**config.mk**
```make
export PLATFORM = sky130hd
export DESIGN_NAME = udt_timer
export DESIGN_NICKNAME = d
export VERILOG_FILES = /design/src/design/udt_pin_sync.v /design/src/design/udt_prescale.v /design/src/design/udt_timer.v
export VERILOG_INCLUDE_DIRS = /design/src /design/src/design
export SDC_FILE = /design/constraint.sdc
export NUM_CORES = 1
export LEC_CHECK = 0
export ABC_AREA = 1
export BUFFER_PORTS_ARGS = -buffer_cell sky130_fd_sc_hd__buf_2
export CAP_MARGIN = 20
export CORE_MARGIN = 1.5
export CORE_UTILIZATION = 57
export DETAILED_ROUTE_END_ITERATION = 7
export PLACE_DENSITY_LB_ADDON = 0.2
export SETUP_SLACK_MARGIN = 0.3
export SLEW_MARGIN = 40
export SYNTH_ARGS = -nofsm -noshare
export SYNTH_HDL_FRONTEND = slang
export SYNTH_SLANG_ARGS = --single-unit
```
**constraint.sdc**
```tcl
create_clock -name clk_sys -period 3.1 [get_ports clk_sys]
set_input_delay 0 -clock clk_sys [delete_from_list [all_inputs] [get_ports clk_sys]]
set_output_delay 0 -clock clk_sys [all_outputs]
set_load 0.005 [all_outputs]
```
**src/design/udt_consts.vh**
```
// Constants shared by the up/down reload timer design files
`ifndef UDT_CONSTS_VH
`define UDT_CONSTS_VH

// ----------------------------------------------------------------
// Register byte offsets
// ----------------------------------------------------------------
`define UDT_OFS_CTRL 8'h00
`define UDT_OFS_MODE 8'h04
`define UDT_OFS_COUNT 8'h08
`define UDT_OFS_RELOAD 8'h0C
`define UDT_OFS_STAT 8'h10
`define UDT_OFS_MASK 8'h14

// ----------------------------------------------------------------
// Timer control register fields
// ----------------------------------------------------------------
`define UDT_CTL_OVF 7
`define UDT_CTL_EXT 6
`define UDT_CTL_RCLK 5
`define UDT_CTL_TRANSMIT_CLOCK_SELECT 4
`define UDT_CTL_EXEN 3
`define UDT_CTL_RUN 2
`define UDT_CTL_CSEL 1
`define UDT_CTL_CPRL 0

// ----------------------------------------------------------------
// Mode control, status and mask fields
// ----------------------------------------------------------------
`define UDT_MOD_DOWN_COUNT_ENABLE 0
`define UDT_ST_OVF 0
`define UDT_ST_EXT 1
`define UDT_ST_W 2
`define UDT_CNT_EXT 16

// ----------------------------------------------------------------
// Reset values and count constants
// ----------------------------------------------------------------
`define UDT_RST_BYTE 8'h00
`define UDT_RST_WORD 16'h0000
`define UDT_RST_ST 2'h0
`define UDT_BYTE_MAX 8'hFF
`define UDT_WORD_MAX 16'hFFFF
`define UDT_CLK_DIV 12

`endif

```
**src/design/udt_pin_sync.v**
```verilog
// Two-flop synchroniser with falling edge detect for external pins
`timescale 1ns/10ps
`default_nettype none

module udt_pin_sync #(
  parameter W = 2
) (
  input wire clk_sys, // System clock
  input wire rstSync_n, // Synchronised reset, active low
  input wire [W-1:0] pinIn, // Raw pin levels
  output reg [W-1:0] level_r, // Synchronised levels
  output wire [W-1:0] fallPulse // One-cycle falling edge pulses
);

  reg [W-1:0] meta_r;
  reg [W-1:0] prev_r;

  // First stage feeds only the second stage
  always @(posedge clk_sys or negedge rstSync_n) begin
    if (!rstSync_n) begin
      meta_r <= {W{1'b1}};
      level_r <= {W{1'b1}};
      prev_r <= {W{1'b1}};
    end else begin
      meta_r <= pinIn;
      level_r <= meta_r;
      prev_r <= level_r;
    end
  end

  assign fallPulse = prev_r & ~level_r;

endmodule
`default_nettype wire

```
**src/design/udt_prescale.v**
```verilog
// Internal clock divider producing one tick every DIV cycles
`timescale 1ns/10ps
`default_nettype none
`include "udt_consts.vh"

module udt_prescale #(
  parameter DIV = `UDT_CLK_DIV
) (
  input wire clk_sys, // System clock
  input wire rstSync_n, // Synchronised reset, active low
  output reg tick_r // One-cycle tick every DIV cycles
);

  reg [7:0] div_r;
  wire [7:0] divLast;

  assign divLast = DIV[7:0] - 8'h01;

  always @(posedge clk_sys or negedge rstSync_n) begin
    if (!rstSync_n) begin
      div_r <= `UDT_RST_BYTE;
      tick_r <= 1'b0;
    end else if (div_r == divLast) begin
      div_r <= `UDT_RST_BYTE;
      tick_r <= 1'b1;
    end else begin
      div_r <= div_r + 8'h01;
      tick_r <= 1'b0;
    end
  end

endmodule
`default_nettype wire

```
**src/design/udt_timer.v**
```verilog
// 16-bit up/down auto-reload timer/counter with Wishbone slave
//
// How it works
// - Count is a low byte cascaded into a high byte by carry.
// - Counter-select clear counts clock divided by 12; set counts count pin.
// - Low byte advances only while run control bit is set.
// - Capture, auto-reload, baud modes chosen by rclk, transmit_clock_select, capture select.
// - Auto-reload with down-count enable clear counts up only.
// - In auto-reload with down-count enable set, direction pin high counts up, low down.
// - Up count passing FFFFh sets overflow flag, raising interrupt only while mask bit 0 is set.
// - Up overflow loads the reload register into the count in auto-reload mode; in capture mode it loads 0000h.
// - Down count underflows when count equals reload value.
// - Underflow sets overflow flag and loads FFFFh.
// - Up/down mode toggles external flag on wrap, never interrupting from it.
// - External flag reads as count bit 16, a 17th bit.
// - Overflow flag sets only with rclk and transmit_clock_select clear; sticky.
// - Counter mode advances on each falling edge of count pin.
// - Rclk or transmit_clock_select set forces auto-reload, ignoring capture select.
// - Down-count enable is bit 0 of the mode control register.
//
// Decided for this implementation: the address map and register access over Wishbone.
`timescale 1ns/10ps
`default_nettype none
`include "udt_consts.vh"

module udt_timer (
  input wire clk_sys, // System clock, 100 MHz
  input wire arst_n, // Asynchronous reset, active low
  input wire wb_cyc_i, // Wishbone cycle
  input wire wb_stb_i, // Wishbone strobe
  input wire wb_we_i, // Wishbone write enable
  input wire [7:0] wb_adr_i, // Wishbone byte address
  input wire [3:0] wb_sel_i, // Wishbone byte selects
  input wire [31:0] wb_dat_i, // Wishbone write data
  output reg [31:0] wb_dat_o, // Wishbone read data
  output reg wb_ack_o, // Wishbone acknowledge
  input wire count_input_pin, // External count input
  input wire direction_pin, // External direction input
  output reg irq_o // Level interrupt, active high
);

  // ----------------------------------------------------------------
  // Reset release
  // ----------------------------------------------------------------
  reg rstMeta_r;
  reg rstSync_n;

  always @(posedge clk_sys or negedge arst_n) begin
    if (!arst_n) begin
      rstMeta_r <= 1'b0;
      rstSync_n <= 1'b0;
    end else begin
      rstMeta_r <= 1'b1;
      rstSync_n <= rstMeta_r;
    end
  end

  // ----------------------------------------------------------------
  // State
  // ----------------------------------------------------------------
  reg [7:0] count_low_byte_r;
  reg [7:0] count_high_byte_r;
  reg [7:0] reload_low_byte_r;
  reg [7:0] reload_high_byte_r;
  reg [7:0] ctrl_r;
  reg down_count_enable_r;
  reg [`UDT_ST_W-1:0] stat_r;
  reg [`UDT_ST_W-1:0] mask_r;

  // ----------------------------------------------------------------
  // Pin synchronisers and prescaler
  // ----------------------------------------------------------------
  wire [1:0] pinLevel;
  wire [1:0] pinFall;
  wire divTick;

  udt_pin_sync #(
    .W(2)
  ) uPins (
    .clk_sys(clk_sys),
    .rstSync_n(rstSync_n),
    .pinIn({direction_pin, count_input_pin}),
    .level_r(pinLevel),
    .fallPulse(pinFall)
  );

  udt_prescale #(
    .DIV(`UDT_CLK_DIV)
  ) uDiv (
    .clk_sys(clk_sys),
    .rstSync_n(rstSync_n),
    .tick_r(divTick)
  );

  // ----------------------------------------------------------------
  // Mode decode
  // ----------------------------------------------------------------
  wire runOn;
  wire counterSel;
  wire baudMode;
  wire reloadMode;
  wire upDownMode;
  wire countUp;
  wire srcTick;
  wire step;
  wire dirHigh;
  wire dirFall;
  wire [15:0] countWord;
  wire [15:0] reloadWord;

  assign runOn = ctrl_r[`UDT_CTL_RUN];
  assign counterSel = ctrl_r[`UDT_CTL_CSEL];
  assign baudMode = ctrl_r[`UDT_CTL_RCLK] | ctrl_r[`UDT_CTL_TRANSMIT_CLOCK_SELECT];
  assign reloadMode = baudMode | ~ctrl_r[`UDT_CTL_CPRL];
  assign upDownMode = reloadMode & down_count_enable_r;
  assign dirHigh = pinLevel[1];
  assign dirFall = pinFall[1];
  assign countUp = ~upDownMode | dirHigh;
  assign srcTick = counterSel ? pinFall[0] : divTick;
  assign step = runOn & srcTick;
  assign countWord = {count_high_byte_r, count_low_byte_r};
  assign reloadWord = {reload_high_byte_r, reload_low_byte_r};

  // ----------------------------------------------------------------
  // Count next state
  // ----------------------------------------------------------------
  wire lowCarry;
  wire lowBorrow;
  wire upWrap;
  wire downWrap;
  wire wrap;
  wire extReload;

  assign lowCarry = count_low_byte_r == `UDT_BYTE_MAX;
  assign lowBorrow = count_low_byte_r == `UDT_RST_BYTE;
  assign upWrap = step & countUp & (countWord == `UDT_WORD_MAX);
  assign downWrap = step & ~countUp & (countWord == reloadWord);
  assign wrap = upWrap | downWrap;
  // External reload on direction pin only outside up/down and baud use
  assign extReload = dirFall & ctrl_r[`UDT_CTL_EXEN] & reloadMode &
                     ~upDownMode & ~baudMode;

  reg [7:0] lowNxt;
  reg [7:0] highNxt;

  always @* begin
    lowNxt = count_low_byte_r;
    highNxt = count_high_byte_r;
    if (upWrap) begin
      if (reloadMode) begin
        lowNxt = reload_low_byte_r;
        highNxt = reload_high_byte_r;
      end else begin
        lowNxt = `UDT_RST_BYTE;
        highNxt = `UDT_RST_BYTE;
      end
    end else if (downWrap) begin
      lowNxt = `UDT_BYTE_MAX;
      highNxt = `UDT_BYTE_MAX;
    end else if (extReload) begin
      lowNxt = reload_low_byte_r;
      highNxt = reload_high_byte_r;
    end else if (step & countUp) begin
      lowNxt = count_low_byte_r + 8'h01;
      if (lowCarry) begin
        highNxt = count_high_byte_r + 8'h01;
      end
    end else if (step) begin
      lowNxt = count_low_byte_r - 8'h01;
      if (lowBorrow) begin
        highNxt = count_high_byte_r - 8'h01;
      end
    end
  end

  // ----------------------------------------------------------------
  // Wishbone decode
  // ----------------------------------------------------------------
  wire req;
  wire wrReq;
  wire selCtrl;
  wire selMode;
  wire selCount;
  wire selReload;
  wire selStat;
  wire selMask;

  assign req = wb_cyc_i & wb_stb_i & ~wb_ack_o;
  assign wrReq = req & wb_we_i;
  assign selCtrl = wb_adr_i == `UDT_OFS_CTRL;
  assign selMode = wb_adr_i == `UDT_OFS_MODE;
  assign selCount = wb_adr_i == `UDT_OFS_COUNT;
  assign selReload = wb_adr_i == `UDT_OFS_RELOAD;
  assign selStat = wb_adr_i == `UDT_OFS_STAT;
  assign selMask = wb_adr_i == `UDT_OFS_MASK;

  // ----------------------------------------------------------------
  // Flags
  // ----------------------------------------------------------------
  wire ovfSet;
  wire extEvt;
  wire extToggle;
  wire ctrlWr;
  wire statWr;

  assign ovfSet = wrap & ~baudMode;
  assign extToggle = wrap & upDownMode;
  assign extEvt = extReload;
  assign ctrlWr = wrReq & selCtrl & wb_sel_i[0];
  assign statWr = wrReq & selStat & wb_sel_i[0];

  reg extNxt;

  always @* begin
    extNxt = ctrl_r[`UDT_CTL_EXT];
    if (ctrlWr) begin
      extNxt = wb_dat_i[`UDT_CTL_EXT];
    end
    // Hardware change wins over a software write in the same cycle
    if (extToggle) begin
      extNxt = ~ctrl_r[`UDT_CTL_EXT];
    end else if (extEvt) begin
      extNxt = 1'b1;
    end
  end

  // ----------------------------------------------------------------
  // Registers
  // ----------------------------------------------------------------
  always @(posedge clk_sys or negedge rstSync_n) begin
    if (!rstSync_n) begin
      count_low_byte_r <= `UDT_RST_BYTE;
      count_high_byte_r <= `UDT_RST_BYTE;
      reload_low_byte_r <= `UDT_RST_BYTE;
      reload_high_byte_r <= `UDT_RST_BYTE;
      ctrl_r <= `UDT_RST_BYTE;
      down_count_enable_r <= 1'b0;
      stat_r <= `UDT_RST_ST;
      mask_r <= `UDT_RST_ST;
    end else begin
      count_low_byte_r <= lowNxt;
      count_high_byte_r <= highNxt;
      // Software load of the count takes priority over a step
      if (wrReq & selCount) begin
        if (wb_sel_i[0]) begin
          count_low_byte_r <= wb_dat_i[7:0];
        end
        if (wb_sel_i[1]) begin
          count_high_byte_r <= wb_dat_i[15:8];
        end
      end
      if (wrReq & selReload) begin
        if (wb_sel_i[0]) begin
          reload_low_byte_r <= wb_dat_i[7:0];
        end
        if (wb_sel_i[1]) begin
          reload_high_byte_r <= wb_dat_i[15:8];
        end
      end
      if (ctrlWr) begin
        ctrl_r[5:0] <= wb_dat_i[5:0];
      end
      ctrl_r[`UDT_CTL_EXT] <= extNxt;
      ctrl_r[`UDT_CTL_OVF] <= stat_r[`UDT_ST_OVF];
      if (wrReq & selMode & wb_sel_i[0]) begin
        down_count_enable_r <= wb_dat_i[`UDT_MOD_DOWN_COUNT_ENABLE];
      end
      if (wrReq & selMask & wb_sel_i[0]) begin
        mask_r <= wb_dat_i[`UDT_ST_W-1:0];
      end
      // Write one clears; a same-cycle set wins
      stat_r <= (stat_r & ~({`UDT_ST_W{statWr}} & wb_dat_i[`UDT_ST_W-1:0]))
                | {extEvt, ovfSet};
    end
  end

  // ----------------------------------------------------------------
  // Read mux, acknowledge and interrupt
  // ----------------------------------------------------------------
  reg [31:0] rdNxt;

  always @* begin
    rdNxt = 32'h0000_0000;
    if (selCtrl) begin
      rdNxt[7:0] = {stat_r[`UDT_ST_OVF], ctrl_r[6:0]};
    end else if (selMode) begin
      rdNxt[`UDT_MOD_DOWN_COUNT_ENABLE] = down_count_enable_r;
    end else if (selCount) begin
      rdNxt[15:0] = countWord;
      rdNxt[`UDT_CNT_EXT] = ctrl_r[`UDT_CTL_EXT];
    end else if (selReload) begin
      rdNxt[15:0] = reloadWord;
    end else if (selStat) begin
      rdNxt[`UDT_ST_W-1:0] = stat_r;
    end else if (selMask) begin
      rdNxt[`UDT_ST_W-1:0] = mask_r;
    end
  end

  always @(posedge clk_sys or negedge rstSync_n) begin
    if (!rstSync_n) begin
      wb_ack_o <= 1'b0;
      wb_dat_o <= 32'h0000_0000;
      irq_o <= 1'b0;
    end else begin
      wb_ack_o <= req;
      if (req & ~wb_we_i) begin
        wb_dat_o <= rdNxt;
      end
      // Ext status only sets outside up/down mode, so it never fires there
      irq_o <= |(stat_r & mask_r);
    end
  end

endmodule
`default_nettype wire

```
Yosys cells after proc, flatten, opt, wreduce, memory -nomap -nowiden. Cells that the tools add are included.

Bitwise gates (word level): 44. Reductions and logical operators: 6. Add/sub/neg operators: 5. Equality and inequality tests: 9. Multiplexer cells: 34.

Operator list (number): 8-bit two-way mux (20); 16-bit two-way mux (2); 1-bit AND (26); 8-bit by 1-bit adder with 8-bit output (second input constant) (3); 8-bit by 4-bit equality test with 1-bit output (second input constant) (3); 16-bit equality test (1); 16-bit equality test (second input constant) (1); 8-bit by 5-bit equality test with 1-bit output (second input constant) (2); 8-bit zero test (2); 8-bit by 1-bit subtractor with 8-bit output (second input constant) (2); 14-bit two-way mux (1); 9-bit two-way mux (1); 2-bit AND (4); 8-bit by 3-bit equality test with 1-bit output (second input constant) (1); 8-bit equality test (second input constant) (1); 1-bit two-way mux (7); 1-bit inverter (7); 2-bit two-way mux (3); 2-bit inverter (2); 1-bit bitwise OR (4); 2-bit AND reduction (2); 3-bit nonzero test (1); 2-bit bitwise OR (1); 2-bit OR reduction (1).

Logic and storage cells: 117. Input port bits: 51. Output and inout bits: 34. Flip-flop bits (word level): 80.

Depth between registers and ports, before layout.
Depth after elaboration: 12. Mapped depth: 13. Mapped depth without buffers: 13.

By module. Synthesis repeated with hierarchy kept, for this count alone.

Cell total of the unflattened synthesis: 707. Area, all modules: 5078.6 µm².

Modules (own cells, without submodules): udt_timer (instances 1, cells each 645, seq. area each 1626.6 µm², area each 4459.3 µm²); udt_prescale (instances 1, cells each 52, seq. area each 225.2 µm², area each 441.7 µm²); udt_pin_sync (instances 1, cells each 10, seq. area each 157.7 µm², area each 177.7 µm²).

Worst setup path before layout. Ideal clock, no wire load.

Path kind: register to register. From: reg count_low_byte_r[0]. To: reg count_high_byte_r[5]. Path buffers: 1. Stages on the path, launching flop included: 12. Setup slack: 1.406 ns. Data required time: 2.984 ns. Data arrival time: 1.578 ns. Period minus slack after synthesis: 1.694 ns. Setup time: 0.116 ns. Path through: dfrtp_1 ha_1 nand3_2 nor3_4 inv_2 nor2_4 nand2_4 buf_2 o21ai_1 inv_1 nand2_1 nand2_1.

Longest elaborated chain between the ends: 9. Elaborated cells between the ends (all ways): 15. Classes of those cells: 3 x eq/ne; 9 x mux; 2 x bitwise; 1 x reduce/logical.

Ends and longest elaborated chain: start: declaration (line udt_timer.v:61) `reg [7:0] count_low_byte_r;`; start signal: assignment (line udt_timer.v:232) `` count_low_byte_r <= `UDT_RST_BYTE; ``; start signal: assignment (line udt_timer.v:241) `count_low_byte_r <= lowNxt;`; start signal: assignment (line udt_timer.v:246) `count_low_byte_r <= wb_dat_i[7:0];`; 8-bit zero test (no source line); 8-bit two-way mux (line udt_timer.v:170) `if (lowBorrow) begin`; 8-bit two-way mux (line udt_timer.v:168) `end else if (step) begin`; 8-bit two-way mux (line udt_timer.v:163) `end else if (step & countUp) begin`; 8-bit two-way mux (line udt_timer.v:160) `end else if (extReload) begin`; 8-bit two-way mux (line udt_timer.v:157) `end else if (downWrap) begin`; 8-bit two-way mux (*) (line udt_timer.v:149) `if (upWrap) begin`; 8-bit two-way mux (line udt_timer.v:248) `if (wb_sel_i[1]) begin`; 8-bit two-way mux (*) (line udt_timer.v:244) `if (wrReq & selCount) begin`; end signal: assignment (line udt_timer.v:233) `` count_high_byte_r <= `UDT_RST_BYTE; ``; end signal: assignment (line udt_timer.v:242) `count_high_byte_r <= highNxt;`; end signal: assignment (line udt_timer.v:249) `count_high_byte_r <= wb_dat_i[15:8];`; end: declaration (line udt_timer.v:62) `reg [7:0] count_high_byte_r;`.

Every way passes the cells marked *; elsewhere a longest branch is shown, timed or not. A chain may end at the register's enable or synchronous reset.

Final worst setup path.
From: in wb_stb_i. To: reg down_count_enable_r.

Longest elaborated chain between the ends: 5.

Ends and longest elaborated chain: start: declaration (line udt_timer.v:30) `input wire wb_stb_i,`; 1-bit AND (2 in a row) (line udt_timer.v:188) `assign req = wb_cyc_i & wb_stb_i & ~wb_ack_o;`; named net req (line udt_timer.v:179) `wire req;`; 1-bit AND (line udt_timer.v:189) `assign wrReq = req & wb_we_i;`; 1-bit AND (2 in a row) (line udt_timer.v:265) `if (wrReq & selMode & wb_sel_i[0]) begin`; end signal: assignment (line udt_timer.v:266) `` down_count_enable_r <= wb_dat_i[`UDT_MOD_DOWN_COUNT_ENABLE]; ``; end: declaration (line udt_timer.v:66) `reg down_count_enable_r;`.

The timed path passes the listed nets, and every way through them passes these cells.

==> results.txt <==
run status: completed
htree depth: 3
Power Dens Cells: 374 nW/um^2
Worst EP required: 3.35 ns
buffer and inverter count on the worst path: 5
Post CTS Setup Buffer Count: 0
ant diodes: 0
Synth Instances: 690
placed cell count: 835
xor and xnor fraction of the mapped netlist area: 2.31%
worst slew pin tran: 0.579 ns
placed cell area: 5260 um^2
total number of vias: 4889
Layout Area Growth over Synthesis: 15.7%
final instance area: 5700 um^2
Clock Path Buffers: 2
worst reg2reg setup slack: 0.83 ns
Final Hold Fails: 0
share of cells above drive strength 1: 14.3%
synth warn: 0
Post-Syn Area: 4930 um^2
DR pass1 iterations: 5
share of the synthesized area in the top cell type: 37.6%
top post-synthesis cells by area: dfrtp_1, nand2_1, inv_1, nand3_1, nor2_1
final worst-path cycle share: 76.0%
I/O Pins: 85
Critical Path Fanout Max: 5
Core ar.: 8300 um^2
number of flops mapped to enable cells by yosys: 0
Fin Setup TNS: 0 ns
clk_skew: 0.0124 ns
post-detailed-route count of antenna-violating nets: 0
most common cell in the netlist: nand2_1
first-pass GRT wire length: 22.0 mm
Tmin final: 2.36 ns
DR WL/cell: 15.4 um
Root Driver: clkbuf_8
synthesized area per cell: 7.14 um^2
global routing met3 resource utilization: 7.03%
met1 Track Usage GR: 43.5%
RR Startpoint: uPins.level_r[0]
Yosys cell types: 43
grt met2 use: 49.9%
reg-to-reg endpoint: count_low_byte_r[1]
simple-gate area share of the yosys netlist: 31.1%
grt total ovfl: 0
drt drc: 0
maxcap violations: 0
Worst Hold Endpoint: mask_r[1]
global route hottest layer: met2
critical hold path startpoint: wb_adr_i[5]
HP Class: input pin to flip-flop
setup violators final: 0
Detailed Route Iter0 Violations: 477
Pwr Total: 2.14 mW
Most Frequent Cell on Critical Path: dlygate4sd3_1
Cells on Worst Hold Path: 6
cell accounting for the most synthesized area: dfrtp_1
vias in the first global route: 4618
Post-DP HPWL: 9.63 mm
critical-path cell list: dlygate4sd3_1 > buf_2 > nand2_1 > dlygate4sd3_1 > nor2_1 > nand3_1 > inv_1 > nand3_1 > nor2_1 > a21oi_1 > dlygate4sd3_1
CP max stage delay: 0.56 ns
Setup CP Type: input pin to flip-flop
top_reg_cell synth: dfrtp_1
fmax: 424 MHz
crit path launch type: input pin
max-slew violation count: 0
final net count: 821
Clock Latency Late Sink: 0.37 ns
Die X-Extent: 96 um
die area: 9220 um^2
Top delay family on crit path: buffers and inverters
post-synthesis compound-gate area fraction: 13.2%
main combinational cell family by area after synthesis: simple AND/OR/NAND/NOR gates
leakage: 2.97 nW
relative slew slack: 61.3%
Reg2Reg Depth: 11
mux share of post-synthesis cell area: 0%
Worst VDD drop: 0.000275 V
FP Rows: 33
GRT Util Overall: 31.7%
Worst-path clk slew: 0.09 ns
routability-driven placement congestion ratio: 0.947
CP max stage cell: dlygate4sd3_1
RSZ-0062 raised after global routing: no
Post-Synth Adder-Cell Area: 1.52%
Critical Path AT: 2.61 ns
TritonCTS Buffers: 9
CP endpoint kind: flip-flop
register area share after synthesis: 40.8%
routed wire length: 13.5 mm
clock sink total: 80
FF+latch count, synth: 80
Initial Util: 59.4%
initial antenna violation count: 0
# port buffers: 51
commonest cells in the netlist: nand2_1, inv_1, dfrtp_1
Avg Vias per Cell: 5.59
CTS tree: built
Async SR Flop Fraction: 100%
die outline height: 96 um
final core occ: 68.7%
final std cells w/o fill: 874
largest net degree at the start of global routing: 37
==> area by class of cell <==
class                           instances  area, um^2
Clock buffer                            9         124
Clock inverter                          7        83.8
Fill cell                             685        2600
Inverter                               93         354
Multi-Input combinational cell        500        2440
Sequential cell                        80        2010
Tap cell                              105         131
Timing Repair Buffer                   80         556
==> cells by family (layout without fill, tap and decap cells) <==
group,Yosys count,count (layout)
compound gates,118,118
other cells,2,16
flops,80,80
simple gates,347,347
buf+inv,124,189
xor+xnor,13,13
fa+ha+maj,6,6
==> what timing repair did <==
| item | CTS | global route |
|---|---|---|
| hold buffers | 23 | 0 |
| resized for setup | 0 | 0 |
| endpoints found under the hold margin | 40 | 0 |
| setup endpoints to repair | 0 | 0 |
==> placed cells by master, fill, tap and decap left out, drive strengths merged <==
master / n
a31oi: 2
or2: 4
bufinv: 1
xor2: 12
nand2: 185
buf: 57
o22ai: 13
dfrtp: 74
and3: 1
nor4: 1
ha: 6
and2: 1
o211ai: 4
dfstp: 6
clkinv: 1
o31ai: 2
clkinvlp: 1
nand3: 56
a22o: 1
a41oi: 1
inv: 97
o221ai: 2
conb: 16
xnor2: 1
clkbuf: 9
o21ai: 56
nor2: 78
a21oi: 37
nor3: 11
dlygate4sd3: 23
nand4: 10
==> state kept, by name, summed over array words and instances (netlist names), 7 cells and up <==
signal              count
ctrl_r                  7
reload_high_byte_r      8
reload_low_byte_r       8
count_high_byte_r       8
wb_dat_o               17
count_low_byte_r        8
uDiv.div_r              8
==> where the power goes <==
part           internal, mW  switching, mW
Sequential             1.07         0.0284
Combinational        0.0852          0.116
Clock                 0.390          0.449
Total                  1.54          0.593
==> layer usage <==
layer | share of wire (%) | routed length [um] | vias up
met2 | 47 | 6270 | 250
met3 | 9.4 | 1270 | 32
li1 | - | - | 2336
met4 | 2.1 | 280 | 0
met1 | 42 | 5650 | 2271
met5 | 0 | 0 | -
==> how the worst max path moves through the flow <==
stage	startpoint	end	cells past startpoint
after global routing	wb_stb_i	down_count_enable_r	11
after detailed placement	uPins.level_r[0]	count_low_byte_r[0]	11
after global placement	uPins.level_r[0]	count_low_byte_r[5]	11
after CTS	wb_stb_i	down_count_enable_r	11
final	wb_stb_i	down_count_enable_r	11
after floorplan	rstSync_n	count_high_byte_r[0]	0
==> tightest hold or removal path, cell delays in order <==
cell and delay (ns):
buf_2 0.07, inv_1 0.04, nand4_1 0.08, nor3_1 0.07, nand2_1 0.10, o21ai_0 0.08
==> metrics by stage <==
| step | setup WS, ns | hold slack, ns |
|---|---|---|
| after floorplan | 0.717 | -0.296 |
| after global placement | 0.955 | -0.216 |
| after detailed placement | 0.890 | -0.215 |
| after CTS | 0.829 | 0.127 |
| after global routing | 0.627 | 0.199 |
| final | 0.743 | 0.131 |
Note: power is estimated with default switching activity, not from simulation.
